### config.mk
export PLATFORM = sky130hd
export DESIGN_NAME = ums_modem_status
export DESIGN_NICKNAME = d
export VERILOG_FILES = /design/src/ums_pkg.sv /design/src/ums_change_detect.sv /design/src/ums_irq_bank.sv /design/src/ums_modem_status.sv
export VERILOG_INCLUDE_DIRS = /design/src
export SDC_FILE = /design/constraint.sdc
export NUM_CORES = 1
export LEC_CHECK = 0
export BUFFER_PORTS_ARGS = -buffer_cell sky130_fd_sc_hd__buf_4
export CAP_MARGIN = 20
export CORE_ASPECT_RATIO = 0.75
export CORE_MARGIN = 5
export CORE_UTILIZATION = 40
export CTS_CLUSTER_SIZE = 24
export DETAILED_ROUTE_END_ITERATION = 10
export HOLD_SLACK_MARGIN = 0.05
export PLACE_DENSITY_LB_ADDON = 0.05
export SLEW_MARGIN = 20
export SYNTH_ARGS = -nofsm -noshare
export SYNTH_HDL_FRONTEND = slang
export SYNTH_HIERARCHICAL = 1
export SYNTH_SLANG_ARGS = --single-unit
export TNS_END_PERCENT = 20
### constraint.sdc
create_clock -name clk -period 1.4 [get_ports clk]
set_input_delay 0.07 -clock clk [delete_from_list [all_inputs] [get_ports clk]]
set_output_delay 0.07 -clock clk [all_outputs]
set_load 0.05 [all_outputs]
### src/ums_cfg.svh
`ifndef UMS_CFG_SVH
`define UMS_CFG_SVH

// ****************************************
// register byte addresses
// ****************************************
`define UMS_ADDR_STATUS     32'h50001118
`define UMS_ADDR_CONTROL    32'h50001110
`define UMS_ADDR_IRQ_STAT   32'h50001200
`define UMS_ADDR_IRQ_MASK   32'h50001204

// ****************************************
// modem line status fields
// ****************************************
`define UMS_ST_CD_BIT       7
`define UMS_ST_RI_BIT       6
`define UMS_ST_CTS_BIT      4
`define UMS_ST_DCD_BIT      3
`define UMS_ST_TERI_BIT     2
`define UMS_ST_DCTS_BIT     0
`define UMS_ST_WIDTH        16

// ****************************************
// modem line control fields
// ****************************************
`define UMS_CT_LOOP_BIT     4
`define UMS_CT_USER_OUTPUT_TWO_BIT     3
`define UMS_CT_USER_OUTPUT_ONE_BIT     2
`define UMS_CT_RTS_BIT      1
`define UMS_CT_DTR_BIT      0
`define UMS_CT_WIDTH        5

// ****************************************
// interrupt fields and reset values
// ****************************************
`define UMS_IRQ_CD_BIT      0
`define UMS_IRQ_RI_BIT      1
`define UMS_IRQ_CTS_BIT     2
`define UMS_IRQ_WIDTH       3
`define UMS_RST_STATUS      16'h0000
`define UMS_RST_CONTROL     5'h00
`define UMS_RST_IRQ_MASK    3'h0

`endif

### src/ums_pkg.sv
package ums_pkg;

    // active-low modem inputs as they arrive on the pins
    typedef struct packed {
        logic carrierDetectInLow;
        logic ringIndicatorInLow;
        logic clearToSendInLow;
    } ums_modem_in_type;

    // modem control outputs, active low on the pins
    typedef struct packed {
        logic requestToSendOutLow;
        logic dataTerminalReadyOutLow;
        logic userOutputOneLow;
        logic userOutputTwoLow;
    } ums_modem_out_type;

    typedef enum logic [2:0] {
        REG_NONE,
        REG_STATUS,
        REG_CONTROL,
        REG_IRQ_STAT,
        REG_IRQ_MASK
    } ums_reg_type;

    typedef enum logic {
        APB_IDLE,
        APB_ANSWER
    } ums_apb_state_type;

endpackage

### src/ums_change_detect.sv
module ums_change_detect #(
    parameter bit FALL_ONLY = 1'b0
) (
    input  wire logic clk,
    input  wire logic reset_n,
    input  wire logic clkEn,
    input  wire logic level,
    input  wire logic readClear,
    output logic      flag
);
    logic prev_r;
    logic hit;

    // prev starts deasserted, so a line held asserted through reset
    // is seen as a change right after release unless FALL_ONLY is set
    assign hit = FALL_ONLY ? (prev_r & ~level) : (prev_r ^ level);

    always_ff @(posedge clk) begin
        if (!reset_n) begin
            prev_r <= 1'b0;
        end else if (clkEn) begin
            prev_r <= level;
        end
    end

    // set wins over a read that clears in the same cycle
    always_ff @(posedge clk) begin
        if (!reset_n) begin
            flag <= 1'b0;
        end else if (clkEn) begin
            flag <= hit | (flag & ~readClear);
        end
    end
endmodule

### src/ums_irq_bank.sv
`include "ums_cfg.svh"
module ums_irq_bank #(
    parameter int WIDTH = 3
) (
    input  wire logic             clk,
    input  wire logic             reset_n,
    input  wire logic             clkEn,
    input  wire logic [WIDTH-1:0] events,
    input  wire logic             clearWrite,
    input  wire logic             maskWrite,
    input  wire logic [WIDTH-1:0] wdata,
    output logic      [WIDTH-1:0] status,
    output logic      [WIDTH-1:0] mask,
    output logic                  irq
);
    logic [WIDTH-1:0] clearBits;

    assign clearBits = clearWrite ? wdata : '0;

    always_ff @(posedge clk) begin
        if (!reset_n) begin
            status <= '0;
        end else if (clkEn) begin
            status <= events | (status & ~clearBits);
        end
    end

    always_ff @(posedge clk) begin
        if (!reset_n) begin
            mask <= WIDTH'(`UMS_RST_IRQ_MASK);
        end else if (clkEn && maskWrite) begin
            mask <= wdata;
        end
    end

    // one cycle behind status, so irq stays a clean flop output
    always_ff @(posedge clk) begin
        if (!reset_n) begin
            irq <= 1'b0;
        end else if (clkEn) begin
            irq <= |(status & mask);
        end
    end
endmodule

### src/ums_modem_status.sv
// Operation
// RULE1: bit 7 reads inverted carrier detect input
// RULE2: bit 6 reads inverted ring indicator input
// RULE3: bit 4 reads inverted clear-to-send input
// RULE4: loopback: carrier bit follows user output two
// RULE5: loopback: ring bit follows user output one
// RULE6: loopback: clear-to-send bit follows request-to-send
// RULE7: bit 3 flags carrier change; read clears
// RULE8: loopback: carrier change tracks user output two
// RULE9: carrier held asserted through reset sets flag
// RULE10: bit 2 flags ring trailing edge; read clears
// RULE11: loopback: ring flag on output one falling
// RULE12: bit 0 flags clear-to-send change; read clears
// RULE13: loopback: clear-to-send change tracks request-to-send
// RULE14: clear-to-send held through reset sets flag
// RULE15: reserved bits zero; status writes ignored
`include "ums_cfg.svh"
module ums_modem_status #(
    parameter int ADDR_W = 32
) (
    input  wire logic                     clk,
    input  wire logic                     reset_n,
    input  wire logic                     clkEn,
    input  wire logic                     psel,
    input  wire logic                     penable,
    input  wire logic                     pwrite,
    input  wire logic [ADDR_W-1:0]        paddr,
    input  wire logic [31:0]              pwdata,
    input  wire logic [3:0]               pstrb,
    output logic                          pready,
    output logic [31:0]                   prdata,
    output logic                          pslverr,
    input  wire ums_pkg::ums_modem_in_type  modemIn,
    output ums_pkg::ums_modem_out_type      modemOut,
    output logic                          irq
);

    // ****************************************
    // address decode
    // ****************************************
    function automatic ums_pkg::ums_reg_type regSel(
        input logic [ADDR_W-1:0] addr
    );
        logic [31:0] a;
        a = 32'(addr);
        case (a)
            `UMS_ADDR_STATUS:   regSel = ums_pkg::REG_STATUS;
            `UMS_ADDR_CONTROL:  regSel = ums_pkg::REG_CONTROL;
            `UMS_ADDR_IRQ_STAT: regSel = ums_pkg::REG_IRQ_STAT;
            `UMS_ADDR_IRQ_MASK: regSel = ums_pkg::REG_IRQ_MASK;
            default:            regSel = ums_pkg::REG_NONE;
        endcase
    endfunction

    // ****************************************
    // declarations
    // ****************************************
    ums_pkg::ums_apb_state_type apbState_r;
    ums_pkg::ums_reg_type       sel;
    ums_pkg::ums_reg_type       heldSel_r;

    logic [`UMS_CT_WIDTH-1:0]  control_r;
    logic                      loopback;
    logic                      cdState;
    logic                      riState;
    logic                      ctsState;
    logic                      cdChanged;
    logic                      riTrailSeen;
    logic                      ctsChanged;
    logic [`UMS_ST_WIDTH-1:0]  statusWord;
    logic [`UMS_ST_WIDTH-1:0]  readSnap_r;
    logic                      setupPhase;
    logic                      accessDone;
    logic                      readDone;
    logic                      writeDone;
    logic                      statusRead;
    logic                      clrCd;
    logic                      clrRi;
    logic                      clrCts;
    logic [`UMS_IRQ_WIDTH-1:0] irqEvents;
    logic [`UMS_IRQ_WIDTH-1:0] irqStatus;
    logic [`UMS_IRQ_WIDTH-1:0] irqMask;
    logic                      irqClearWr;
    logic                      irqMaskWr;
    logic                      ctrlWr;
    logic [31:0]               readValue;

    // ****************************************
    // apb phase tracking
    // ****************************************
    assign sel        = regSel(paddr);
    assign setupPhase = psel && !penable && (apbState_r == ums_pkg::APB_IDLE);
    assign accessDone = psel && penable && pready;
    assign readDone   = accessDone && !pwrite;
    assign writeDone  = accessDone && pwrite;

    // every access answers one cycle after its setup cycle
    always_ff @(posedge clk) begin
        if (!reset_n) begin
            apbState_r <= ums_pkg::APB_IDLE;
        end else if (clkEn) begin
            case (apbState_r)
                ums_pkg::APB_IDLE: begin
                    if (setupPhase) begin
                        apbState_r <= ums_pkg::APB_ANSWER;
                    end
                end
                ums_pkg::APB_ANSWER: begin
                    apbState_r <= ums_pkg::APB_IDLE;
                end
                default: begin
                    apbState_r <= ums_pkg::APB_IDLE;
                end
            endcase
        end
    end

    always_ff @(posedge clk) begin
        if (!reset_n) begin
            pready <= 1'b0;
        end else if (clkEn) begin
            pready <= setupPhase;
        end
    end

    always_ff @(posedge clk) begin
        if (!reset_n) begin
            heldSel_r <= ums_pkg::REG_NONE;
        end else if (clkEn && setupPhase) begin
            heldSel_r <= sel;
        end
    end

    // unmapped addresses answer with an error, both directions
    always_ff @(posedge clk) begin
        if (!reset_n) begin
            pslverr <= 1'b0;
        end else if (clkEn) begin
            pslverr <= setupPhase && (sel == ums_pkg::REG_NONE);
        end
    end

    // ****************************************
    // modem line control register
    // ****************************************
    assign ctrlWr = writeDone && (heldSel_r == ums_pkg::REG_CONTROL)
                    && pstrb[0];

    always_ff @(posedge clk) begin
        if (!reset_n) begin
            control_r <= `UMS_RST_CONTROL;
        end else if (clkEn && ctrlWr) begin
            control_r <= pwdata[`UMS_CT_WIDTH-1:0];
        end
    end

    assign loopback = control_r[`UMS_CT_LOOP_BIT];

    // ****************************************
    // line state, pins or loopback
    // ****************************************
    // the pins are complemented; loopback bits are already active high
    assign cdState  = loopback ? control_r[`UMS_CT_USER_OUTPUT_TWO_BIT]       // [RULE4]
                               : ~modemIn.carrierDetectInLow;      // [RULE1]
    assign riState  = loopback ? control_r[`UMS_CT_USER_OUTPUT_ONE_BIT]       // [RULE5]
                               : ~modemIn.ringIndicatorInLow;      // [RULE2]
    assign ctsState = loopback ? control_r[`UMS_CT_RTS_BIT]        // [RULE6]
                               : ~modemIn.clearToSendInLow;        // [RULE3]

    // ****************************************
    // change flags
    // ****************************************
    // a read clears only the flags that the read actually returned,
    // so an edge landing between setup and access is never lost
    assign statusRead = readDone && (heldSel_r == ums_pkg::REG_STATUS);
    assign clrCd  = statusRead && readSnap_r[`UMS_ST_DCD_BIT];
    assign clrRi  = statusRead && readSnap_r[`UMS_ST_TERI_BIT];
    assign clrCts = statusRead && readSnap_r[`UMS_ST_DCTS_BIT];

    // carrier change, sourced from the loopback mux
    ums_change_detect #(
        .FALL_ONLY (1'b0)
    ) cdDetect (
        .clk       (clk),
        .reset_n   (reset_n),
        .clkEn     (clkEn),
        .level     (cdState),   // [RULE8] [RULE9]
        .readClear (clrCd),     // [RULE7]
        .flag      (cdChanged)
    );

    // ring trailing edge: asserted to deasserted only
    ums_change_detect #(
        .FALL_ONLY (1'b1)
    ) riDetect (
        .clk       (clk),
        .reset_n   (reset_n),
        .clkEn     (clkEn),
        .level     (riState),   // [RULE11]
        .readClear (clrRi),     // [RULE10]
        .flag      (riTrailSeen)
    );

    ums_change_detect #(
        .FALL_ONLY (1'b0)
    ) ctsDetect (
        .clk       (clk),
        .reset_n   (reset_n),
        .clkEn     (clkEn),
        .level     (ctsState),  // [RULE13] [RULE14]
        .readClear (clrCts),    // [RULE12]
        .flag      (ctsChanged)
    );

    // ****************************************
    // modem line status word
    // ****************************************
    always_comb begin
        statusWord                   = `UMS_RST_STATUS;  // [RULE15]
        statusWord[`UMS_ST_CD_BIT]   = cdState;     // [RULE1]
        statusWord[`UMS_ST_RI_BIT]   = riState;     // [RULE2]
        statusWord[`UMS_ST_CTS_BIT]  = ctsState;    // [RULE3]
        statusWord[`UMS_ST_DCD_BIT]  = cdChanged;   // [RULE7]
        statusWord[`UMS_ST_TERI_BIT] = riTrailSeen; // [RULE10]
        statusWord[`UMS_ST_DCTS_BIT] = ctsChanged;  // [RULE12]
    end

    // ****************************************
    // interrupt status and mask
    // ****************************************
    assign irqEvents[`UMS_IRQ_CD_BIT]  = cdChanged;
    assign irqEvents[`UMS_IRQ_RI_BIT]  = riTrailSeen;
    assign irqEvents[`UMS_IRQ_CTS_BIT] = ctsChanged;
    assign irqClearWr = writeDone && (heldSel_r == ums_pkg::REG_IRQ_STAT)
                        && pstrb[0];
    assign irqMaskWr  = writeDone && (heldSel_r == ums_pkg::REG_IRQ_MASK)
                        && pstrb[0];

    // events are the flag levels, so a held flag keeps re-setting
    // its sticky bit until the status register is read
    ums_irq_bank #(
        .WIDTH (`UMS_IRQ_WIDTH)
    ) irqBank (
        .clk        (clk),
        .reset_n    (reset_n),
        .clkEn      (clkEn),
        .events     (irqEvents),
        .clearWrite (irqClearWr),
        .maskWrite  (irqMaskWr),
        .wdata      (pwdata[`UMS_IRQ_WIDTH-1:0]),
        .status     (irqStatus),
        .mask       (irqMask),
        .irq        (irq)
    );

    // ****************************************
    // read data
    // ****************************************
    always_comb begin
        readValue = 32'h00000000;
        case (sel)
            ums_pkg::REG_STATUS: begin
                readValue = 32'(statusWord);  // [RULE15]
            end
            ums_pkg::REG_CONTROL: begin
                readValue = 32'(control_r);
            end
            ums_pkg::REG_IRQ_STAT: begin
                readValue = 32'(irqStatus);
            end
            ums_pkg::REG_IRQ_MASK: begin
                readValue = 32'(irqMask);
            end
            default: begin
                readValue = 32'h00000000;
            end
        endcase
    end

    // sampled at the setup edge and held through the access phase
    always_ff @(posedge clk) begin
        if (!reset_n) begin
            prdata <= 32'h00000000;
        end else if (clkEn && setupPhase) begin
            prdata <= pwrite ? 32'h00000000 : readValue;
        end
    end

    // snapshot of what software sees, used to clear change flags
    always_ff @(posedge clk) begin
        if (!reset_n) begin
            readSnap_r <= `UMS_RST_STATUS;
        end else if (clkEn && setupPhase) begin
            readSnap_r <= pwrite ? `UMS_RST_STATUS : statusWord;
        end
    end

    // ****************************************
    // modem control outputs
    // ****************************************
    // in loopback the pins are parked inactive so the far end
    // does not see the self test traffic
    always_ff @(posedge clk) begin
        if (!reset_n) begin
            modemOut <= '1;
        end else if (clkEn) begin
            modemOut.requestToSendOutLow <=
                loopback | ~control_r[`UMS_CT_RTS_BIT];
            modemOut.dataTerminalReadyOutLow <=
                loopback | ~control_r[`UMS_CT_DTR_BIT];
            modemOut.userOutputOneLow <=
                loopback | ~control_r[`UMS_CT_USER_OUTPUT_ONE_BIT];
            modemOut.userOutputTwoLow <=
                loopback | ~control_r[`UMS_CT_USER_OUTPUT_TWO_BIT];
        end
    end

endmodule

==> results.tsv, run 1 <==
metric	value	unit
status	complete, no violations	
CP max FO	5	
main combinational cell family by area after synthesis	simple AND/OR/NAND/NOR gates	
Distinct cells, synth	48	
global router's overall resource usage	0.165	
Hold Vio Cnt, Final	0	
first-pass GRT wire length	8740	microns
final slew viol count	0	
Filler cells	498	
sw power	704	uW
vias in the first global route	1761	
Top Layer Used	met4	
power density cells	849	nW/um^2
Antenna diodes	0	
initial drt markers	82	
largest net degree at the start of global routing	20	
nature of the critical path endpoint	flop	
DRT Pass-1 Iters	7	
sequential area share after synthesis	0.347	
H-tree levels	2	
port bufs	60	
sw frac	0.292	
Synth Area in Simple Gates	0.267	
Primary FF master, synth	dfxtp_1	
Req. time, crit path	1.59	ns
CP Data Arrival Time	1.52	ns
initial antenna violation count	0	
Die X	94.3	microns
mux contribution to synthesized area	0.0751	
final-report setup violation count	0	
drt total wl	5500	microns
metal2 WL	2510	microns
Initial Util	0.405	
Synth Area in Compound Gates	0.165	
clock slew at reported path FFs	0.08	ns
post-DR wirelength/cell	14.0	microns
nets@finish	393	
Post-synth EDFFs	0	
Synth Cell Area	2130	sq um
DIE AREA	6910	sq um
Met3 Wirelength	337	microns
Clk pwr share	0.351	
IO Pins	116	
CTS tree	done	
FF+latch count, synth	37	
Core ar.	5270	sq um
register area	744	sq um
Max Clk Rate	751	MHz
Hold/Removal Path Class	in -> reg	
Final Wtd Congestion	0.755	
FF-to-FF path depth	6	
DRC violations left	0	
CTS buffer count	5	
post-synthesis adder-cell area fraction	0	
Flop pwr share	0.457	
Final Critical Period	1.33	ns
Yosys Warn Count	6	
Final Instance Count excl. Fillers	392	
Setup TNS	0	ns
Crit Path Category	reg -> reg	
CTS Sinks	37	
RSZ-0062 raised after global routing	yes	
layout cells sized above 1	0.350	
Synth async-reset ratio	0	
Detailed Place HPWL	4310	microns
length of routed wiring on met1	2630	microns
synthesized area per cell	8.93	sq um
Worst-Skew Late Latency	0.29	ns
final hold slack	0.0561	ns
clk_skew	0.00789	ns
Die Ht	73.2	microns
Inst Count DP	380	
Hold Path Cell Cnt	3	
antenna-violating nets left	0	
max cap viols	0	
Max clock buf depth	2	
Post-Synth XOR/XNOR Area	0.00821	
Int Pwr	1.71	mW
multi-input logic area	1230	sq um
global route overflow	0	
leakage	1.14	nW
via count	1864	
peak supply drop	0.593	mV
Syn Inst Count	239	
crit share post-route	0.951	
startpoint types	flop	
# rows	23	
Area Overhead vs Synth	33.1	%
Root Driver	clkbuf_8	
via/cell ratio	4.76	
combinational share of power	0.192	
path summary, 6_finish.rpt:
path / slack [ns] / from / endpoint
worst max-delay path: 0.07 / apbState_r / control_r[0]
worst min register to register: 0.45 / prdata[7] / prdata[7]
worst max register to register: 0.07 / apbState_r / control_r[0]
worst min-delay path: 0.06 / pwdata[4] / control_r[4]
worst max-delay path, stage by stage (launching register included):
cell and delay [ns]:
dfxtp_4 0.37, nand3_4 0.09, nor3_4 0.12, and4b_1 0.25, buf_12 0.14, mux2i_1 0.20, nor2b_1 0.06
cell usage after synthesis, types with 3 or more instances:
| master | n | area, sq um |
|---|---|---|
| dfxtp_1 | 37 | 741 |
| nand2_1 | 30 | 113 |
| buf_4 | 25 | 188 |
| mux2i_1 | 16 | 160 |
| nand3_1 | 12 | 60.1 |
| a21oi_1 | 9 | 45.0 |
| inv_1 | 8 | 30.0 |
| nor2b_1 | 8 | 50.1 |
| o21ai_0 | 8 | 40.0 |
| a21boi_0 | 7 | 52.6 |
| nor2_1 | 5 | 18.8 |
| a21bo_2 | 4 | 40.0 |
| a22oi_1 | 4 | 30.0 |
| and2_1 | 4 | 25.0 |
| clkbuf_1 | 4 | 15.0 |
| o22ai_1 | 4 | 25.0 |
| a21boi_1 | 3 | 22.5 |
| and4bb_2 | 3 | 37.5 |
| buf_6 | 3 | 33.8 |
| nand2b_1 | 3 | 18.8 |
| nor3_1 | 3 | 15.0 |
| nor4_2 | 3 | 37.5 |
| o2bb2ai_1 | 3 | 26.3 |
routing by layer:
layer | GRT usage | vias up
li1 | - | 949
met5 | 0 | -
met4 | 0.0240 | 0
met1 | 0.227 | 863
met2 | 0.262 | 50
met3 | 0.0485 | 2
cells by family after synthesis:
logic type             Yosys count
buffers and inverters           43
multiplexers                    16
AND/OR/NAND/NOR                 90
other                            1
flip-flops                      37
AO/OA/AOI/OAI                   50
XOR/XNOR                         2
cell type report:
type / count / area share
inverter: 8 / 0.0106
sequential: 37 / 0.262
tap: 75 / 0.0331
clock inverter: 1 / 0.00309
clock buffer: 7 / 0.0339
timing repair buffer: 81 / 0.223
multi-input combinational: 183 / 0.434
state kept, by name, summed over array words and instances, names as in the netlist, 3 cells and up:
| name | count |
|---|---|
| irqBank/status | 3 |
| prdata | 7 |
| readSnap_r | 3 |
| modemOut | 4 |
| heldSel_r | 3 |
| irqBank/mask | 3 |
| control_r | 5 |
repair_timing:
item | CTS | global route
resized for setup | 3 | 6
hold buffers | 3 | 0
pin swaps | 1 | 3
endpoints found under the setup margin | 6 | 11
buffers inserted | 0 | 1
endpoints found under the hold margin | 5 | 0
stage by stage:
stage	instance area [sq um]	utilization	setup WS, ns	total power, mW
floorplan	2230	-	0.0206	1.46
global route	2840	0.539	-0.00921	2.53
finish	2840	0.539	0.0686	2.41
global placement	2650	0.503	-0.0638	1.57
detailed placement	2650	0.503	-0.0714	1.57
CTS	2800	0.532	0.0263	2.43
cell usage in the layout (no fill, tap or decap), types with 2 or more instances in the layout:
| cell type | n |
|---|---|
| dlygate4sd3_1 | 2 |
| nand2b_1 | 3 |
| o2bb2ai_1 | 3 |
| a21bo_2 | 4 |
| nand3_2 | 3 |
| and4b_1 | 2 |
| clkbuf_8 | 7 |
| o22ai_1 | 4 |
| nor3_1 | 2 |
| a21oi_1 | 9 |
| dfxtp_1 | 36 |
| o21ai_0 | 8 |
| buf_4 | 76 |
| a22oi_1 | 4 |
| a21boi_0 | 7 |
| xnor2_1 | 2 |
| and4bb_2 | 3 |
| mux2i_1 | 16 |
| nand2_1 | 30 |
| nor4_4 | 2 |
| nor2b_1 | 8 |
| conb_1 | 25 |
| inv_1 | 8 |
| nand4_1 | 2 |
| a21bo_1 | 2 |
| a21boi_1 | 2 |
| nor2_1 | 5 |
| nand3_1 | 10 |
| and2_1 | 4 |
| nor4_2 | 4 |
power groups by stage:
stage	registers (mW)	clock network [mW]	logic (mW)
final	1.10	0.845	0.464
after global placement	1.13	0	0.445
after floorplan	1.13	0	0.328
after CTS	1.10	0.876	0.456
after global routing	1.11	0.925	0.497
after detailed placement	1.13	0	0.447
Power figures use the tool's default switching activity.
==> run 2: changes to the inputs <==
--- a/config.mk
+++ b/config.mk
@@ -8,13 +8,16 @@
 export LEC_CHECK = 0
 export BUFFER_PORTS_ARGS = -buffer_cell sky130_fd_sc_hd__buf_4
 export CAP_MARGIN = 20
+export CELL_PAD_IN_SITES_DETAIL_PLACEMENT = 2
+export CELL_PAD_IN_SITES_GLOBAL_PLACEMENT = 2
 export CORE_ASPECT_RATIO = 0.75
 export CORE_MARGIN = 5
-export CORE_UTILIZATION = 40
+export CORE_UTILIZATION = 22
 export CTS_CLUSTER_SIZE = 24
 export DETAILED_ROUTE_END_ITERATION = 10
 export HOLD_SLACK_MARGIN = 0.05
 export PLACE_DENSITY_LB_ADDON = 0.05
+export RECOVER_POWER = 25
 export SLEW_MARGIN = 20
 export SYNTH_ARGS = -nofsm -noshare
 export SYNTH_HDL_FRONTEND = slang
==> results.tsv, run 2 (synthesis gave the netlist of run 1 again) <==
metric	value	unit	change
Final Wtd Congestion	0.733		was 0.755
startpoint types	flop		unchanged
clk_skew	0.00517	ns	was 0.00789 ns
Hold Path Cell Cnt	2		was 3
initial antenna violation count	0		unchanged
nature of the critical path endpoint	flop		unchanged
DRC violations left	0		unchanged
Detailed Place HPWL	5740	microns	was 4310 microns
commonest non-fill, non-tap cells in the layout	71 x buf_4, 36 x dfxtp_1, 30 x nand2_1		was 76 x buf_4, 36 x dfxtp_1, 30 x nand2_1
max cap viols	0		unchanged
initial drt markers	34		was 82
Req. time, crit path	1.60	ns	was 1.59 ns
crit share post-route	0.987		was 0.951
placed inst area	2730	sq um	was 2650 sq um
Final Critical Period	1.38	ns	was 1.33 ns
WP buf/inv	0		was 1
commonest non-fill, non-tap cell in the layout	buf_4		unchanged
CP Cell Sequence	and4bb_2 > nand2_1 > nor2_1 > nand2_1 > o31ai_2		was nand3_4 > nor3_4 > and4b_1 > buf_12 > mux2i_1 > nor2b_1
via/cell ratio	4.23		was 4.76
max FFs per register	7		unchanged
DRT Pass-1 Iters	4		was 7
final-report setup violation count	0		unchanged
Slew HR	0.600		
Filler cells	1135		was 498
CTS Sinks	37		unchanged
CP max FO	4		was 5
Initial Util	0.223		was 0.405
leakage	1.14	nW	about the same
global router's overall resource usage	0.128		was 0.165
CTS tree	done		unchanged
peak supply drop	0.378	mV	was 0.593 mV
Hold Vio Cnt, Final	0		unchanged
# rows	31		was 23
IO Pins	116		unchanged
Die X	124	microns	was 94.3 microns
DIE AREA	11800	sq um	was 6910 sq um
post-DR wirelength/cell	15.7	microns	was 14.0 microns
Area Overhead vs Synth	37.4	%	was 33.1%
largest net degree at the start of global routing	30		was 20
Inst Count DP	440		was 380
via count	1896		was 1,864
drt total wl	7040	microns	was 5500 microns
final slew viol count	0		unchanged
layout cells sized above 1	0.332		was 0.350
CTS buffer count	5		unchanged
port bufs	60		unchanged
final hold slack	0.0595	ns	was 0.0561 ns
pre-CTS setup slack	-0.155	ns	was -0.0714 ns
nets@finish	393		unchanged
Core ar.	9580	sq um	was 5270 sq um
Max clock buf depth	2		unchanged
Crit path top cell by count	nand2_1		
Slowest Stage Delay on Critical Path	0.36	ns	was 0.37 ns
status	complete, no violations		unchanged
Top Registers	prdata (7), control_r (5), modemOut (4)		unchanged
CP Data Arrival Time	1.58	ns	was 1.52 ns
Worst-Skew Late Latency	0.28	ns	was 0.29 ns
CP top delay family	simple AND/OR/NAND/NOR gates		unchanged
Antenna diodes	0		unchanged
H-tree levels	2		unchanged
Critical Path Stages	5		was 6
Hold/Removal Path Class	in -> reg		unchanged
Slowest-stage cell, CP	dfxtp_4		unchanged
Root Driver	clkbuf_16		was clkbuf_8
Biggest register	prdata		unchanged
Setup WS post-layout	0.0180	ns	was 0.0686 ns
Final Cell Area	2930	sq um	was 2840 sq um
Die Ht	95.3	microns	was 73.2 microns
power density cells	971	nW/um^2	was 849 nW/um^2
final core occ	0.306		was 0.539
clock slew at reported path FFs	0.06	ns	was 0.08 ns
RSZ-0062 raised after global routing	yes		unchanged
FF-to-FF path depth	5		was 6
Crit Path Category	reg -> reg		unchanged
Final Instance Count excl. Fillers	448		was 392
antenna-violating nets left	0		unchanged
first-pass GRT wire length	11400	microns	was 8740 microns
Worst-Margin Slew	0.602	ns	
global route overflow	0		unchanged
vias in the first global route	2095		was 1,761
Max Clk Rate	724	MHz	was 751 MHz
==> run 2: changes by cell type in the layout (fill, tap and decap cells not counted), sizes merged <==
cell          before  now
buf               78   73
bufinv             0    1
clkbuf             7   12
clkinv             0    1
dlygate4sd3        2    1
dlymetal6s4s       1    0
inv                9    8
==> run 2: final timing paths <==
path | start | end | slack, ns
max | apbState_r | prdata[0] | 0.02
min | reset_n | modemOut[0] | 0.06
max reg2reg | apbState_r | prdata[0] | 0.02
min reg2reg | prdata[1] | prdata[1] | 0.46
==> run 2: report_power, final <==
group          internal (mW)  switching, mW
Combinational          0.170          0.295
Sequential              1.08         0.0277
Clock                  0.827          0.449
==> run 2: layout make-up <==
cell class / instances / area, sq um / area share
repair buffers: 81 / 592 / 0.202
inverters: 8 / 30.0 / 0.0102
well taps: 132 / 165 / 0.0563
clock buffers: 5 / 125 / 0.0427
flip-flops and latches: 37 / 744 / 0.254
clock inverters: 2 / 35.0 / 0.0120
multi-input cells: 183 / 1240 / 0.423
==> run 2: per-layer routing <==
layer / part of all wire / track usage / vias to the layer above
li1: - / - / 948
met1: 0.48 / 0.176 / 912
met2: 0.47 / 0.202 / 31
met3: 0.037 / 0.0314 / 5
met4: 0.0081 / 0.0304 / 0
met5: 0 / 0 / -
==> run 2: metrics by stage <==
step	total power, mW	setup TNS, ns
after global placement	1.58	-0.628
after CTS	2.90	-0.00755
after floorplan	1.46	0
after detailed placement	1.59	-1.08
after global routing	2.98	-0.342
final	2.85	0
==> run 2: repair_timing <==
action	CTS	global route
buffers inserted	0	0
setup endpoints to repair	8	14
pin swaps	2	2
endpoints found under the hold margin	1	0
resized for setup	5	5
cloned	0	0
hold buffers	1	0
==> run 3: changes to the inputs <==
--- a/config.mk
+++ b/config.mk
@@ -10,14 +10,15 @@
 export CAP_MARGIN = 20
 export CELL_PAD_IN_SITES_DETAIL_PLACEMENT = 2
 export CELL_PAD_IN_SITES_GLOBAL_PLACEMENT = 2
-export CORE_ASPECT_RATIO = 0.75
+export CORE_ASPECT_RATIO = 2
 export CORE_MARGIN = 5
 export CORE_UTILIZATION = 22
 export CTS_CLUSTER_SIZE = 24
 export DETAILED_ROUTE_END_ITERATION = 10
 export HOLD_SLACK_MARGIN = 0.05
-export PLACE_DENSITY_LB_ADDON = 0.05
+export PLACE_DENSITY_LB_ADDON = 0.1
 export RECOVER_POWER = 25
+export SKIP_CTS_REPAIR_TIMING = 1
 export SLEW_MARGIN = 20
 export SYNTH_ARGS = -nofsm -noshare
 export SYNTH_HDL_FRONTEND = slang
==> results.tsv, run 3 (synthesis gave the netlist of run 1 again) <==
metric	value	unit	change
Final Instance Count excl. Fillers	453		was 448
Crit Path Category	reg -> reg		unchanged
via count	1980		was 1,896
DIE AREA	11900	sq um	was 11,800 sq um
antenna-violating nets left	0		unchanged
Hold Vio Cnt, Final	0		unchanged
drt total wl	7110	microns	was 7040 microns
Max clock buf depth	2		unchanged
Slowest-stage cell, CP	dfxtp_4		unchanged
final-report setup violation count	4		was 0
global router's overall resource usage	0.124		was 0.128
commonest non-fill, non-tap cells in the layout	77 x buf_4, 36 x dfxtp_1, 28 x nand2_1		was 71 x buf_4, 36 x dfxtp_1, 30 x nand2_1
CP max FO	4		unchanged
Slowest Stage Delay on Critical Path	0.36	ns	about the same
Die Ht	149	microns	was 95.3 microns
leakage	1.15	nW	was 1.14 nW
Root Driver	clkbuf_16		unchanged
CTS Sinks	37		unchanged
Final Critical Period	1.45	ns	was 1.38 ns
via/cell ratio	4.37		was 4.23
Slew HR	0.599		was 0.600
initial antenna violation count	0		unchanged
combinational share of power	0.172		was 0.163
Core ar.	9640	sq um	was 9580 sq um
Detailed Place HPWL	5840	microns	was 5740 microns
nets@finish	397		was 393
max cap viols	0		unchanged
Worst-Margin Slew	0.604	ns	was 0.602 ns
CTS tree	done		unchanged
Max Clk Rate	689	MHz	was 724 MHz
# rows	51		was 31
Antenna diodes	0		unchanged
Flop pwr share	0.405		was 0.388
RSZ-0062 raised after global routing	yes		unchanged
first-pass GRT wire length	11200	microns	was 11,400 microns
CP Cell Sequence	buf_4 > and4bb_2 > nand2_2 > nor2_4 > nand2_2 > o31ai_2		was and4bb_2 > nand2_1 > nor2_1 > nand2_1 > o31ai_2
max FFs per register	7		unchanged
clock slew at reported path FFs	0.06	ns	about the same
status	complete, but fails checks		was complete, no violations
DRT Pass-1 Iters	4		unchanged
Clk pwr share	0.422		was 0.448
Setup WS post-layout	-0.0511	ns	was 0.0180 ns
violated checks	negative setup slack		
Int Pwr	1.96	mW	was 2.08 mW
crit share post-route	1.04		was 0.987
peak supply drop	0.455	mV	was 0.378 mV
sw frac	0.281		was 0.271
CTS buffer count	5		unchanged
Die X	79.6	microns	was 124 microns
DRC violations left	0		unchanged
Crit path top cell by count	nand2_2		was nand2_1
power density cells	918	nW/um^2	was 971 nW/um^2
Setup TNS	-0.0939	ns	was 0 ns
layout cells sized above 1	0.361		was 0.332
Area Overhead vs Synth	39.1	%	was 37.4%
Final Wtd Congestion	0.720		was 0.733
final slew viol count	0		unchanged
nature of the critical path endpoint	flop		unchanged
startpoint types	flop		unchanged
port bufs	60		unchanged
IO Pins	116		unchanged
clk_skew	0.00761	ns	was 0.00517 ns
H-tree levels	2		unchanged
Initial Util	0.221		was 0.223
Top Registers	prdata (7), control_r (5), modemOut (4)		unchanged
Inst Count DP	445		was 440
sw power	766	uW	was 771 uW
post-DR wirelength/cell	15.7	microns	about the same
Worst-Skew Late Latency	0.28	ns	about the same
Biggest register	prdata		unchanged
vias in the first global route	2225		was 2,095
CP Data Arrival Time	1.65	ns	was 1.58 ns
Hold/Removal Path Class	in -> reg		unchanged
Final Cell Area	2970	sq um	was 2930 sq um
initial drt markers	53		was 34
placed inst area	2780	sq um	was 2730 sq um
largest net degree at the start of global routing	22		was 30
Req. time, crit path	1.59	ns	was 1.60 ns
commonest non-fill, non-tap cell in the layout	buf_4		unchanged
global route overflow	0		unchanged
-- run 3: cell types whose count changed in the layout (fill, tap and decap cells not counted), moves of 2 or more --
cell / before / now
nand2_2: 1 / 3
buf_6: 2 / 0
o21ai_1: 1 / 4
buf_4: 71 / 77
o21ai_0: 8 / 5
nor4_2: 3 / 5
nand2_1: 30 / 28
-- run 3: metal layers --
metal	GRT usage	share of wire
met5	0	0
met4	0.0542	0.024
met3	0.0169	0.025
met2	0.244	0.59
met1	0.125	0.36
-- run 3: power by group through the flow --
stage               logic (mW)  clock network (mW)  registers [mW]
finish                   0.469                1.15            1.10
global route             0.504                1.25            1.11
CTS                      0.467                1.20            1.10
detailed placement       0.466                   0            1.13
global placement         0.460                   0            1.13
floorplan                0.328                   0            1.13
-- run 3: final cells by class --
| type | instances | area (sq um) |
|---|---|---|
| clock buffer | 7 | 143 |
| clock inverter | 1 | 7.51 |
| fill | 1137 | 6670 |
| inverter | 8 | 30.0 |
| multi-input combinational | 183 | 1250 |
| sequential | 37 | 744 |
| tap | 132 | 165 |
| timing repair buffer | 85 | 624 |
-- run 3: per-stage QoR --
stage / utilization / setup slack (ns) / power (mW) / hold WS [ns]
after global routing: 0.308 / -0.119 / 2.86 / 0.0519
after detailed placement: 0.289 / -0.207 / 1.59 / 0.339
after floorplan: - / 0.0206 / 1.46 / 0.187
final: 0.308 / -0.0511 / 2.72 / 0.0469
after global placement: 0.289 / -0.138 / 1.59 / 0.341
after CTS: 0.304 / -0.229 / 2.77 / 0.0437
-- run 3: path summary, 6_finish.rpt --
| check | startpoint | to | slack, ns | cells after the start |
|---|---|---|---|---|
| min reg2reg | prdata[1] | prdata[1] | 0.45 | 2 |
| min | pwdata[3] | control_r[3] | 0.05 | 3 |
| max reg2reg | apbState_r | prdata[0] | -0.05 | 6 |
| max | apbState_r | prdata[0] | -0.05 | 6 |
-- run 3: worst max-delay path: cells and delay by family (launching register included) --
family / cells / cell delay (ns)
buffers and inverters: 1 / 0.13
AND/OR/NAND/NOR: 4 / 0.65
AO/OA/AOI/OAI: 1 / 0.21
flip-flops: 1 / 0.36
